===== src/objmap_pkg.sv =====
// constants for the building network object map: object ids, codes,
// register offsets of the plain software port and reset values.
// assumes a single CORE_CLK domain.
package objmap_pkg;
  localparam int ADDR_W = 8;
  localparam int DATA_W = 32;
  // terminal selection codes for remote output
  localparam logic [7:0] SEL_REMOTE_POS = 8'h52;
  localparam logic [7:0] SEL_REMOTE_NEG = 8'hB6;
  localparam logic [7:0] SEL_RST = 8'h00;
  // register offsets (byte addresses)
  localparam logic [7:0] OFS_CMD = 8'h00;
  localparam logic [7:0] OFS_SEL_T1 = 8'h04;
  localparam logic [7:0] OFS_SEL_T2 = 8'h08;
  localparam logic [7:0] OFS_SEL_RA = 8'h0C;
  localparam logic [7:0] OFS_SEL_RB = 8'h10;
  localparam logic [7:0] OFS_BO_CMD = 8'h14;
  localparam logic [7:0] OFS_BV_CMD = 8'h18;
  localparam logic [7:0] OFS_STATUS = 8'h1C;
  localparam logic [7:0] OFS_INST_HI = 8'h20;
  localparam logic [7:0] OFS_INST_LO = 8'h24;
  localparam logic [7:0] OFS_INST = 8'h28;
  localparam logic [7:0] OFS_PORT = 8'h2C;
  localparam logic [7:0] OFS_ACK = 8'h30;
  // command object codes written to OFS_CMD
  localparam logic [1:0] KIND_BO = 2'h0;
  localparam logic [1:0] KIND_BV = 2'h1;
  localparam logic [1:0] KIND_NP = 2'h2;
  localparam logic [1:0] KIND_DEV = 2'h3;
  localparam logic [8:0] BV_FWD = 9'h12C;
  localparam logic [8:0] BV_REV = 9'h12D;
  localparam logic [8:0] BV_RUN = 9'h190;
  localparam logic [8:0] BV_DIR = 9'h191;
  localparam logic [8:0] BV_FRST = 9'h192;
  localparam logic [8:0] BO_T1 = 9'h000;
  localparam logic [8:0] BO_T2 = 9'h004;
  localparam logic [8:0] BO_RA = 9'h005;
  localparam logic [8:0] BO_RB = 9'h006;
  localparam logic [21:0] ID_WILDCARD = 22'h3FFFFF;
  localparam logic [21:0] INST_MAX = 22'h3FFFFE;
  localparam logic [21:0] INST_MULT = 22'h002710;
  // answer codes
  localparam logic [1:0] ACK_OK = 2'h0;
  localparam logic [1:0] ACK_DENIED = 2'h1;
  localparam logic [1:0] ACK_UNKNOWN = 2'h2;
  localparam logic [1:0] ACK_RANGE = 2'h3;
endpackage


===== src/objmap_if.sv =====
// carries the object-command stream and terminal selections between
// the object map and its terminal driver.
// assumes all signals change on CORE_CLK.
`timescale 1ns/100ps
interface objmap_if;
  logic [3:0] bo_cmd;
  logic [7:0] sel [4];
  logic [3:0] func_level;
  logic [3:0] pin_level;
  modport map (output bo_cmd, output sel, output func_level,
               input pin_level);
  modport drv (input bo_cmd, input sel, input func_level,
               output pin_level);
endinterface


===== src/term_drive.sv =====
// picks each output terminal's level from its remote command or its
// normal function, following the terminal's selection code.
// assumes selections and commands are registered upstream.
`timescale 1ns/100ps
module term_drive #(
  parameter bit NO_FUNC_VARIANT = 1'b0
) (
  input wire logic CORE_CLK, // clock
  input wire logic RST, // async reset, high
  objmap_if.drv bus // commands in, pin levels out
);
  logic [3:0] pin_ff;
  logic [3:0] nxt_pin;

  function automatic logic remote_sel(input logic [7:0] s);
    return (s == objmap_pkg::SEL_REMOTE_POS) ||
           (s == objmap_pkg::SEL_REMOTE_NEG);
  endfunction

  always_comb
  begin
    for (int i = 0; i < 4; i++)
    begin
      if (remote_sel(bus.sel[i]))
        nxt_pin[i] = (bus.sel[i] == objmap_pkg::SEL_REMOTE_NEG) ?
                     !bus.bo_cmd[i] : bus.bo_cmd[i];
      else
        nxt_pin[i] = bus.func_level[i];
      if (NO_FUNC_VARIANT && i != 2)
        nxt_pin[i] = 1'b0;
    end
  end

  always_ff @(posedge CORE_CLK or posedge RST)
    if (RST)
      pin_ff <= 4'h0;
    else
      pin_ff <= nxt_pin;

  assign bus.pin_level = pin_ff;
endmodule


===== src/instance_calc.sv =====
// computes the device instance number from the upper and lower
// instance parameters and flags values outside the valid range.
// assumes inputs are stable registers; result is one cycle later.
`timescale 1ns/100ps
module instance_calc (
  input wire logic CORE_CLK, // clock
  input wire logic RST, // async reset, high
  input wire logic [15:0] upper_in, // upper instance parameter
  input wire logic [15:0] lower_in, // lower instance parameter
  output logic [21:0] inst_out, // instance number
  output logic valid_out // instance number in range
);
  logic [37:0] sum;
  logic [21:0] inst_ff;
  logic valid_ff;

  assign sum = 38'(upper_in) * 38'(objmap_pkg::INST_MULT) +
               38'(lower_in);

  always_ff @(posedge CORE_CLK or posedge RST)
    if (RST)
    begin
      inst_ff <= 22'h000000;
      valid_ff <= 1'b1;
    end
    else
    begin
      inst_ff <= sum[21:0];
      valid_ff <= sum <= 38'(objmap_pkg::INST_MAX);
    end

  assign inst_out = inst_ff;
  assign valid_out = valid_ff;
endmodule


===== src/objmap_top.sv =====
// object map of the building network client: binary outputs, binary
// values, device instance and network port resolution, reached over
// a plain register port; drive status arrives on plain pins.
// assumes all inputs synchronous to CORE_CLK; read data one cycle late.
`timescale 1ns/100ps
// Overview of operation
// - remote output only with remote code
// - code 82 positive, 182 inverted
// - remote outputs ignore mode and sources
// - in-range commandable writes stored even denied
// - read-only run, ready, alarm, fault, reverse
// - objects 300/301 drive forward, reverse start
// - 400 start after speed scale applied, stop at once
// - 401 selects reverse or forward rotation
// - 402 clears fault without full reset
// - instance is upper times 10000 plus lower
// - port objects 0/1, wildcard read resolves arrival
// - variants hold outputs 0,4,6 low, remote or not
// - input status mirrors digital input terminals
module objmap_top #(
  parameter bit NO_FUNC_VARIANT = 1'b0
) (
  input wire logic CORE_CLK, // clock, 250 MHz
  input wire logic RST, // async reset, high
  input wire logic [7:0] ADDR, // register byte address
  input wire logic [31:0] WDATA, // write data
  input wire logic WR, // write strobe
  input wire logic RD, // read strobe
  output logic [31:0] RDATA, // read data, cycle after RD
  input wire logic [3:0] FUNC_LEVEL, // normal terminal functions
  input wire logic RUNNING, // drive running
  input wire logic READY, // operation ready
  input wire logic ALARM, // minor alarm
  input wire logic FAULT, // fault active
  input wire logic REVERSE, // running in reverse
  input wire logic DIGITAL_INPUT_ZERO, // input terminal 0
  input wire logic DIGITAL_INPUT_ONE, // input terminal 1
  input wire logic MODE_OK, // operating mode allows writes
  input wire logic SCALE_APPLIED, // speed scale has been applied
  input wire logic ARRIVAL_PORT, // port of current request
  output logic [3:0] TERMINAL_OUT, // output terminal levels
  output logic FORWARD_START_INPUT, // forward start
  output logic REVERSE_START_INPUT, // reverse start
  output logic RUN_CMD, // start command
  output logic REVERSE_ROT, // reverse rotation request
  output logic FAULT_RELEASE, // one-cycle fault release
  output logic FAULT_FLAG // fault output status
);
  objmap_if link ();

  logic [7:0] sel_ff [4];
  logic [3:0] bo_ff;
  logic fwd_ff, rev_ff, run_req_ff, run_ff, dir_ff;
  logic frel_ff, fflag_ff;
  logic [15:0] upper_ff, lower_ff;
  logic [1:0] ack_ff;
  logic [1:0] port_ff;
  logic [31:0] rdata_ff;
  logic [31:0] nxt_rdata;
  logic [21:0] inst;
  logic inst_ok;
  logic [3:0] pins_ff;

  // command word: [31:30] kind, [29] read service, [28] value,
  // [21:0] object identifier
  logic [1:0] kind;
  logic [21:0] obj;
  logic val_bit, rd_svc, cmd_wr, in_range, known;
  assign kind = WDATA[31:30];
  assign rd_svc = WDATA[29];
  assign val_bit = WDATA[28];
  assign obj = WDATA[21:0];
  assign in_range = WDATA[27:23] == 5'h00;
  assign cmd_wr = WR && ADDR == objmap_pkg::OFS_CMD;

  function automatic logic is_obj(input logic [21:0] o,
                                  input logic [8:0] id);
    return o == {13'h0000, id};
  endfunction

  always_comb
  begin
    known = 1'b0;
    case (kind)
      objmap_pkg::KIND_BO:
        known = is_obj(obj, objmap_pkg::BO_T1) ||
                is_obj(obj, objmap_pkg::BO_T2) ||
                is_obj(obj, objmap_pkg::BO_RA) ||
                is_obj(obj, objmap_pkg::BO_RB);
      objmap_pkg::KIND_BV:
        known = is_obj(obj, objmap_pkg::BV_FWD) ||
                is_obj(obj, objmap_pkg::BV_REV) ||
                is_obj(obj, objmap_pkg::BV_RUN) ||
                is_obj(obj, objmap_pkg::BV_DIR) ||
                is_obj(obj, objmap_pkg::BV_FRST);
      default:
        known = 1'b0;
    endcase
  end

  // terminal selections
  always_ff @(posedge CORE_CLK or posedge RST)
    if (RST)
    begin
      for (int i = 0; i < 4; i++)
        sel_ff[i] <= objmap_pkg::SEL_RST;
    end
    else if (WR)
    begin
      case (ADDR)
        objmap_pkg::OFS_SEL_T1: sel_ff[0] <= WDATA[7:0];
        objmap_pkg::OFS_SEL_T2: sel_ff[1] <= WDATA[7:0];
        objmap_pkg::OFS_SEL_RA: sel_ff[2] <= WDATA[7:0];
        objmap_pkg::OFS_SEL_RB: sel_ff[3] <= WDATA[7:0];
        default: ;
      endcase
    end

  // binary output commands; no mode check on outputs
  always_ff @(posedge CORE_CLK or posedge RST)
    if (RST)
      bo_ff <= 4'h0;
    else if (cmd_wr && kind == objmap_pkg::KIND_BO && in_range &&
             !rd_svc)
    begin
      if (is_obj(obj, objmap_pkg::BO_T1))
        bo_ff[0] <= val_bit;
      if (is_obj(obj, objmap_pkg::BO_T2))
        bo_ff[1] <= val_bit;
      if (is_obj(obj, objmap_pkg::BO_RA))
        bo_ff[2] <= val_bit;
      if (is_obj(obj, objmap_pkg::BO_RB))
        bo_ff[3] <= val_bit;
    end
    else if (WR && ADDR == objmap_pkg::OFS_BO_CMD)
      bo_ff <= WDATA[3:0];

  // binary value commands, stored even when mode denies the write
  always_ff @(posedge CORE_CLK or posedge RST)
    if (RST)
    begin
      fwd_ff <= 1'b0;
      rev_ff <= 1'b0;
      run_req_ff <= 1'b0;
      dir_ff <= 1'b0;
    end
    else if (cmd_wr && kind == objmap_pkg::KIND_BV && in_range &&
             !rd_svc)
    begin
      if (is_obj(obj, objmap_pkg::BV_FWD))
        fwd_ff <= val_bit;
      if (is_obj(obj, objmap_pkg::BV_REV))
        rev_ff <= val_bit;
      if (is_obj(obj, objmap_pkg::BV_RUN))
        run_req_ff <= val_bit;
      if (is_obj(obj, objmap_pkg::BV_DIR))
        dir_ff <= val_bit;
    end
    else if (WR && ADDR == objmap_pkg::OFS_BV_CMD)
    begin
      fwd_ff <= WDATA[0];
      rev_ff <= WDATA[1];
      run_req_ff <= WDATA[2];
      dir_ff <= WDATA[3];
    end

  always_ff @(posedge CORE_CLK or posedge RST)
    if (RST)
      run_ff <= 1'b0;
    else if (!run_req_ff)
      run_ff <= 1'b0;
    else if (SCALE_APPLIED)
      run_ff <= 1'b1;

  // fault status latches a drive fault; a release pulse clears it until
  // the drive raises a new fault, and the clear wins over a new fault
  always_ff @(posedge CORE_CLK or posedge RST)
    if (RST)
    begin
      frel_ff <= 1'b0;
      fflag_ff <= 1'b0;
    end
    else
    begin
      frel_ff <= cmd_wr && kind == objmap_pkg::KIND_BV && !rd_svc &&
                 is_obj(obj, objmap_pkg::BV_FRST);
      if (FAULT && !fflag_ff && !frel_ff)
        fflag_ff <= 1'b1;
      else if (frel_ff)
        fflag_ff <= 1'b0;
    end

  // instance parameters
  always_ff @(posedge CORE_CLK or posedge RST)
    if (RST)
    begin
      upper_ff <= 16'h0000;
      lower_ff <= 16'h0000;
    end
    else if (WR && ADDR == objmap_pkg::OFS_INST_HI)
      upper_ff <= WDATA[15:0];
    else if (WR && ADDR == objmap_pkg::OFS_INST_LO)
      lower_ff <= WDATA[15:0];

  instance_calc u_inst (
    .CORE_CLK(CORE_CLK),
    .RST(RST),
    .upper_in(upper_ff),
    .lower_in(lower_ff),
    .inst_out(inst),
    .valid_out(inst_ok)
  );

  // answer code and network port resolution of the last command
  always_ff @(posedge CORE_CLK or posedge RST)
    if (RST)
    begin
      ack_ff <= objmap_pkg::ACK_OK;
      port_ff <= 2'h0;
    end
    else if (cmd_wr)
    begin
      if ((kind == objmap_pkg::KIND_NP || kind == objmap_pkg::KIND_DEV)
          && obj == objmap_pkg::ID_WILDCARD && !rd_svc)
        ack_ff <= objmap_pkg::ACK_UNKNOWN;
      else if (kind == objmap_pkg::KIND_NP)
      begin
        if (obj == objmap_pkg::ID_WILDCARD)
        begin
          port_ff <= {1'b1, ARRIVAL_PORT};
          ack_ff <= objmap_pkg::ACK_OK;
        end
        else if (obj[21:1] == 21'h000000)
        begin
          port_ff <= {1'b1, obj[0]};
          ack_ff <= objmap_pkg::ACK_OK;
        end
        else
          ack_ff <= objmap_pkg::ACK_UNKNOWN;
      end
      else if (kind == objmap_pkg::KIND_DEV)
        ack_ff <= (obj == objmap_pkg::ID_WILDCARD || obj == inst) ?
                  objmap_pkg::ACK_OK : objmap_pkg::ACK_UNKNOWN;
      else if (!known)
        ack_ff <= objmap_pkg::ACK_UNKNOWN;
      else if (!in_range)
        ack_ff <= objmap_pkg::ACK_RANGE;
      else if (kind == objmap_pkg::KIND_BV && !MODE_OK && !rd_svc)
        ack_ff <= objmap_pkg::ACK_DENIED;
      else
        ack_ff <= objmap_pkg::ACK_OK;
    end

  assign link.bo_cmd = bo_ff;
  assign link.sel = sel_ff;
  assign link.func_level = FUNC_LEVEL;

  term_drive #(
    .NO_FUNC_VARIANT(NO_FUNC_VARIANT)
  ) u_drv (
    .CORE_CLK(CORE_CLK),
    .RST(RST),
    .bus(link.drv)
  );

  always_ff @(posedge CORE_CLK or posedge RST)
    if (RST)
      pins_ff <= 4'h0;
    else
      pins_ff <= link.pin_level;

  // read mux; unmapped addresses read zero
  always_comb
  begin
    nxt_rdata = 32'h00000000;
    case (ADDR)
      objmap_pkg::OFS_SEL_T1: nxt_rdata = {24'h000000, sel_ff[0]};
      objmap_pkg::OFS_SEL_T2: nxt_rdata = {24'h000000, sel_ff[1]};
      objmap_pkg::OFS_SEL_RA: nxt_rdata = {24'h000000, sel_ff[2]};
      objmap_pkg::OFS_SEL_RB: nxt_rdata = {24'h000000, sel_ff[3]};
      objmap_pkg::OFS_BO_CMD: nxt_rdata = {28'h0000000, bo_ff};
      objmap_pkg::OFS_BV_CMD:
        nxt_rdata = {28'h0000000, dir_ff, run_req_ff, rev_ff, fwd_ff};
      objmap_pkg::OFS_STATUS:
        nxt_rdata = {20'h00000, pins_ff, 1'b0, DIGITAL_INPUT_ONE,
                     DIGITAL_INPUT_ZERO, REVERSE, fflag_ff, ALARM,
                     READY, RUNNING};
      objmap_pkg::OFS_INST_HI: nxt_rdata = {16'h0000, upper_ff};
      objmap_pkg::OFS_INST_LO: nxt_rdata = {16'h0000, lower_ff};
      objmap_pkg::OFS_INST: nxt_rdata = {9'h000, inst_ok, inst};
      objmap_pkg::OFS_PORT: nxt_rdata = {30'h00000000, port_ff};
      objmap_pkg::OFS_ACK: nxt_rdata = {30'h00000000, ack_ff};
      default: nxt_rdata = 32'h00000000;
    endcase
  end

  // data stand only in the cycle after the read strobe
  always_ff @(posedge CORE_CLK or posedge RST)
    if (RST)
      rdata_ff <= 32'h00000000;
    else if (RD)
      rdata_ff <= nxt_rdata;
    else
      rdata_ff <= 32'h00000000;

  assign RDATA = rdata_ff;
  assign TERMINAL_OUT = pins_ff;
  assign FORWARD_START_INPUT = fwd_ff;
  assign REVERSE_START_INPUT = rev_ff;
  assign RUN_CMD = run_ff;
  assign REVERSE_ROT = dir_ff;
  assign FAULT_RELEASE = frel_ff;
  assign FAULT_FLAG = fflag_ff;
endmodule


===== config.mk =====
export PLATFORM = sky130hd
export DESIGN_NAME = objmap_top
export DESIGN_NICKNAME = d
export VERILOG_FILES = /design/src/objmap_pkg.sv /design/src/objmap_if.sv /design/src/term_drive.sv /design/src/instance_calc.sv /design/src/objmap_top.sv
export SDC_FILE = /design/constraint.sdc
export NUM_CORES = 1
export LEC_CHECK = 0
export BUFFER_PORTS_ARGS = -buffer_cell sky130_fd_sc_hd__buf_2
export CAP_MARGIN = 20
export CORE_MARGIN = 5
export CORE_UTILIZATION = 55
export DETAILED_ROUTE_END_ITERATION = 6
export PLACE_DENSITY = 0.76
export SYNTH_ARGS = -nofsm -noshare
export SYNTH_HDL_FRONTEND = slang
export SYNTH_SLANG_ARGS = --single-unit

===== constraint.sdc =====
create_clock -name CORE_CLK -period 10.1 [get_ports CORE_CLK]
set_input_delay 2.02 -clock CORE_CLK [delete_from_list [all_inputs] [get_ports CORE_CLK]]
set_output_delay 2.02 -clock CORE_CLK [all_outputs]
set_load 0.05 [all_outputs]

==> reports/metrics.yaml, run 1 <==
die_y_um: 143
critPathLaunchType: "flip-flop"
power_leakage_nw: 5.53
end_kind: "flip-flop"
start_util: 0.561
power_density_nw_per_um2: 142
worstHoldStart: "u_drv.bus.pin_level[3]$_DFF_PP0_"
firstDrtPassIters: 7
post-place-ws_ps: 3430
syn-cell-area_um2: 9740
finClkSkew_ps: 7.61
critPathMaxFanout: 5
track_usage: 0.273
grt_pass1_vias: 8052
synth_top_area_frac: 0.339
fill_cells: 1436
cts.htree.levels: 4
synthTopCellsByCount: "dfrtp_1 (132), inv_1 (103), ha_1 (82)"
cts_resized: 0
path_common_cell: "inv_1"
timing.final.crit_share: 0.668
setup.worst_path.class: "flip-flop to flip-flop"
gp_congestion: 0.922
coreArea_um2: 17400
hold_slack_ps: 352
synth_most_common_cell: "dfrtp_1"
vias: 8093
crit_slowest_cell: "fa_1"
required_ps: 10420
setup-tns-final_ps: 0
antenna_cells: 0
avgViaCountPerCell: 6.24
async_flop_share: 1.00
irDropWorstVdd_uv: 136
die_w_um: 143
synth_seq_area_share: 0.342
numClockSinks: 133
routed_wl_mm: 27.3
nets: 1234
yosys.cell_types.count: 76
ys_ff_latch: 133
insertion_delay_ps: 430
critical_path.startpoint: "upper_ff[5]$_DFFE_PP0P_"
ctsRootBufferMaster: "clkbuf_16"
total_power_mw: 1.55
grt_max_degree: 70
seq_area_um2: 3330
ios: 100
layout-drive-gt1-share: 0.198
worst_hold_path_type: "flip-flop to flip-flop"
outcome: "complete, but fails checks"
drt_iter0_markers: 720
worst_r2r_startpoint: "upper_ff[5]$_DFFE_PP0P_"
syn_inst: 976
setup_violations: 0
maxCapViolations: 0
ys_warn_count: 0
port_buffers: 89
cp_data_arrival_time_ps: 7070
clock_path_buffers: 2
tightest_slew_ps: 994
yosysTopAreaCell: "dfrtp_1"
synth_edf_count: 0
areaGrowthSynthToFinish_pct: 12.1
avgSynthCellArea_um2: 9.98
tritoncts: "built"
wl_per_cell_um: 21.1
fin_crit_ps: 6750
ys_top_cells_by_area: "dfrtp_1 (34%), ha_1 (11%), fa_1 (7.4%)"
final_area_um2: 10900
drc: 2
clkSlewWorstSetupHoldPaths_ps: 60
dp_hpwl_mm: 21.0
slew_headroom: 0.335
hold_violations: 0
cts-buffers-inserted: 17
place_area_um2: 10300
die-area_um2: 20500
max_stage_delay_ps: 540
cts_setup_buffers: 0
overflow: 0
num_rows: 48
drv_slew: 0
hold_buffers: 0
antenna_found_initial: 1
ant_nets: 0
violations: "design-rule violations"
grt_pass1_wl_mm: 43.3
rsz0062_at_grt: "no"
fin_ws_ps: 3350
yosys_most_used_dff: "dfrtp_1"
max_freq_ghz: 0.148
multiInputGateArea_um2: 5840
==> path summary, 6_finish.rpt <==
kind,endpoint,slack (ps),cells past startpoint
worst max-delay path,u_inst.valid_out$_DFF_PP1_,3350,25
worst min-delay path,TERMINAL_OUT[3]$_DFF_PP0_,350,0
worst max register to register,u_inst.valid_out$_DFF_PP1_,3350,25
worst min register to register,TERMINAL_OUT[3]$_DFF_PP0_,350,0
max in group asynchronous,RDATA[21]$_DFF_PP0_,7110,3
min in group asynchronous,u_inst.inst_out[14]$_DFF_PP0_,1680,2
==> routing by layer <==
metal | GRT usage | routed length, um | vias to the layer above
li1 | - | - | 3671
met3 | 0.0573 | 2470 | 73
met2 | 0.413 | 12300 | 411
met5 | 0 | 0 | -
met1 | 0.384 | 11600 | 3938
met4 | 0.108 | 973 | 0
==> cell type report <==
cell class              instances  area share
clock inverters                15      0.0158
repair buffers                 93      0.0435
multi-input cells             710       0.535
inverters                     103      0.0359
well taps                     225      0.0258
flip-flops and latches        133       0.305
clock buffers                  17      0.0390
==> cell usage in the layout, fill, tap and decap left out, types with 9 or more instances in the layout <==
master / instances
clkbuf_16: 17
a22oi_1: 28
and3_1: 9
nand3_1: 24
mux2_2: 62
and2_1: 10
a21oi_1: 47
xnor2_1: 24
buf_2: 89
o211ai_1: 9
fa_1: 36
ha_1: 82
nor2_1: 55
nor3_1: 14
nand4_1: 16
inv_1: 102
a221oi_1: 14
a21o_1: 14
a31oi_1: 10
o21ai_0: 30
nor4_1: 11
a211oi_1: 10
conb_1: 9
dfrtp_1: 132
xor2_1: 30
nand2_1: 56
==> registers in the layout, summed over array words and instances, names as in the netlist, 2 cells and up <==
| register | count |
|---|---|
| RDATA | 23 |
| u_inst.inst_out | 22 |
| port_ff | 2 |
| link.sel | 32 |
| TERMINAL_OUT | 4 |
| lower_ff | 16 |
| ack_ff | 2 |
| bo_ff | 4 |
| upper_ff | 16 |
| u_drv.bus.pin_level | 4 |
==> through the flow <==
step / utilization / std cells
6_report: 0.629 / 1296
3_5_place_dp: 0.595 / 1264
2_1_floorplan: - / 984
5_1_grt: 0.629 / 1296
3_3_place_gp: 0.595 / 1264
4_1_cts: 0.629 / 1296
==> critical path: cells and delay by family, from the launching register on <==
kind | cells | cell delay [ps]
adders and majority gates | 7 | 2710
and+or+nand+nor | 5 | 1520
AOI/OAI and AO/OA | 5 | 1070
DFF | 1 | 520
xor gates and xnor gates | 2 | 430
buffers and inverters | 6 | 400
==> cells by family (layout without fill, tap and decap cells) <==
| family | count (synthesis) | after routing | share of synthesized area |
|---|---|---|---|
| AND/OR/NAND/NOR | 240 | 240 | 0.128 |
| AO/OA/AOI/OAI | 222 | 222 | 0.161 |
| buffers and inverters | 141 | 228 | 0.0613 |
| flip-flops | 133 | 133 | 0.342 |
| adder cells (fa/ha/maj) | 118 | 118 | 0.179 |
| multiplexers | 65 | 65 | 0.0748 |
| XOR/XNOR | 56 | 56 | 0.0531 |
| other | 1 | 9 | 0.000385 |
==> report_power, final <==
part | leakage [nW] | switching, mW | total, mW | internal (mW)
logic | 3.47 | 0.193 | 0.308 | 0.115
registers | 1.78 | 0.0427 | 0.612 | 0.569
clock network | 0.277 | 0.257 | 0.627 | 0.370
total | 5.53 | 0.493 | 1.55 | 1.05
Note: power is estimated with default switching activity, not from simulation.
==> inputs of run 2 (changes only) <==
--- a/config.mk
+++ b/config.mk
@@ -10,7 +10,7 @@
 export CORE_MARGIN = 5
 export CORE_UTILIZATION = 55
 export DETAILED_ROUTE_END_ITERATION = 6
-export PLACE_DENSITY = 0.76
+export PLACE_DENSITY = 0.79
 export SYNTH_ARGS = -nofsm -noshare
 export SYNTH_HDL_FRONTEND = slang
 export SYNTH_SLANG_ARGS = --single-unit
==> constraint.sdc (replaced) <==
create_clock -name CORE_CLK -period 5.8 [get_ports CORE_CLK]
set_input_delay 1.16 -clock CORE_CLK [delete_from_list [all_inputs] [get_ports CORE_CLK]]
set_output_delay 1.16 -clock CORE_CLK [all_outputs]
set_load 0.05 [all_outputs]
==> run 2 against run 1 <==
Net effect: the run now ends clean; clock-buffer cell count grew 5; setup slack lost 3200 ps; clock skew shrank 1.2 ps; routed wire length grew 5.4%; worst hold slack gained 0.90 ps; non-clock buffer count grew 50; combinational power grew 98%; critical path depth shrank 1.
==> reports/metrics.yaml, run 2 (synthesis gave the netlist of run 1 again) <==
worst_r2r_startpoint: "upper_ff[4]$_DFFE_PP0P_"
post-place-ws_ps: -86.0  # -3510 ps
drv_slew: 0  # unchanged
required_ps: 6130  # -4290 ps
critPathTopFamily: "adder cells"
fill_cells: 1348  # -6.1%
power_density_nw_per_um2: 243  # +71%
wl_per_cell_um: 21.4  # +1.5%
grt_pass1_wl_mm: 44.9  # +3.8%
nets: 1284  # +4.1%
timing.final.crit_share: 0.968  # +0.300
maxCapViolations: 0  # unchanged
tightest_slew_ps: 1110  # +111 ps
die_y_um: 143  # unchanged
start_util: 0.561  # unchanged
clkSlewWorstSetupHoldPaths_ps: 60  # about the same
die-area_um2: 20500  # unchanged
worstHoldStart: "u_drv.bus.pin_level[0]$_DFF_PP0_"
setup.worst_path.class: "flip-flop to flip-flop"
coreArea_um2: 17400  # unchanged
antenna_cells: 0  # unchanged
ios: 100  # unchanged
r2r_end: "u_inst.valid_out$_DFF_PP1_"
cts-buffers-inserted: 17  # unchanged
crit_slowest_cell: "fa_1"
tritoncts: "built"
cp_data_arrival_time_ps: 5950  # -1120 ps
track_usage: 0.285  # +0.0125
drt_iter0_markers: 999  # +39%
avgViaCountPerCell: 6.21  # -0.54%
setup_violations: 0  # unchanged
path_common_cell: "ha_1"
outcome: "finished, final reports clean"
end_kind: "flip-flop"
drc: 0  # -2
rsz0062_at_grt: "yes"
largest_reg_flops: 32  # unchanged
fin_crit_ps: 5620  # -1130 ps
slew_headroom: 0.260  # -0.0746
hold_violations: 0  # unchanged
rrSetupSlack_ps: 180  # -3170 ps
holdPathEnd: "TERMINAL_OUT[0]$_DFF_PP0_"
final_common_cell: "dfrtp_1"
firstDrtPassIters: 7  # unchanged
overflow: 0  # unchanged
final_cell_mix: "dfrtp_1 (132), inv_1 (99), buf_2 (89)"
worst_hold_path_type: "flip-flop to flip-flop"
areaGrowthSynthToFinish_pct: 16.7
fin_ws_ps: 185  # -3170 ps
irDropWorstVdd_uv: 239  # +75%
num_rows: 48  # unchanged
gp_congestion: 0.944  # +2.5%
critPathLaunchType: "flip-flop"
numClockSinks: 133  # unchanged
max_freq_ghz: 0.178  # +20%
ant_nets: 0  # unchanged
path_cells: "inv_2 > buf_4 > fa_1 > inv_1 > ha_1 > ha_1 > ha_1 > inv_1 > fa_1 > inv_1 > ha_4 > o211ai_1 > o21ai_2 > xor2_1 > ha_1 > and2_4 > a41oi_2 > a21o_1 > nor4_4 > nand3_2 > nand3b_1 > xnor2_1 > or4_1 > a221oi_2"
power_leakage_nw: 5.81  # +4.9%
cts.htree.levels: 4  # unchanged
dp_hpwl_mm: 21.8  # +3.8%
grt_pass1_vias: 8141  # +1.1%
ctsRootBufferMaster: "clkbuf_16"
total_power_mw: 2.76  # +78%
die_w_um: 143  # unchanged
holdPathStages: 0  # unchanged
reg2reg_depth: 24  # -4.0%
antenna_found_initial: 0  # -1
critPathMaxFanout: 4  # -1
vias: 8360  # +3.3%
layout-drive-gt1-share: 0.243  # +0.0447
port_buffers: 89  # unchanged
cp_num_buf_inv: 5  # -1
routed_wl_mm: 28.8  # +5.4%
insertion_delay_ps: 420  # about the same
grt_max_degree: 93  # +33%
max_stage_delay_ps: 500  # -40 ps
finClkSkew_ps: 6.40  # -1.20 ps
clock_path_buffers: 2  # unchanged
==> run 2: report_power, final <==
part / internal, mW / switching, mW
clock: 0.694 / 0.399
sequential: 0.992 / 0.0638
combinational: 0.242 / 0.369
==> run 2: how the worst max path moves through the flow <==
stage                            startpoint                          to  slack, ps  cells after the start
finish              upper_ff[4]$_DFFE_PP0P_  u_inst.valid_out$_DFF_PP1_        180                     24
global route        upper_ff[5]$_DFFE_PP0P_  u_inst.valid_out$_DFF_PP1_        -80                     26
CTS                 upper_ff[4]$_DFFE_PP0P_  u_inst.valid_out$_DFF_PP1_        100                     26
detailed placement  upper_ff[4]$_DFFE_PP0P_  u_inst.valid_out$_DFF_PP1_        -90                     26
global placement    upper_ff[4]$_DFFE_PP0P_  u_inst.valid_out$_DFF_PP1_          3                     26
floorplan           upper_ff[4]$_DFFE_PP0P_  u_inst.valid_out$_DFF_PP1_         70                     24
==> run 2: cell type report <==
cell class	instances	area, um^2	share of cell area
clock inverters	10	130	0.0115
clock buffers	22	464	0.0409
multi-input cells	710	5910	0.521
repair buffers	143	851	0.0749
well taps	225	282	0.0248
inverters	103	392	0.0345
flip-flops and latches	133	3330	0.293
==> run 2: through the flow <==
stage,cells,cell area (um^2),util,hold WS (ps),setup TNS (ps)
final,1346,11400,0.655,353,0
after global routing,1346,11400,0.655,366,-77.5
after CTS,1344,11300,0.652,354,0
after detailed placement,1312,10700,0.616,339,-86.0
after global placement,1311,10700,0.615,331,0
after floorplan,984,9770,-,331,0
==> run 2: repair_timing <==
action / CTS / global route
gates resized for setup: 4 / 9
setup buffers: 0 / 2
hold buffers: 0 / 0
setup endpoints to repair: 1 / 1
pin swaps: 2 / 15
==> run 2: metal layers <==
layer  track usage  vias up  share of wire
met5             0        -              0
met4        0.0750        0          0.026
met3        0.0764       71           0.11
met2         0.431      484           0.44
met1         0.409     4046           0.42
li1              -     3759              -
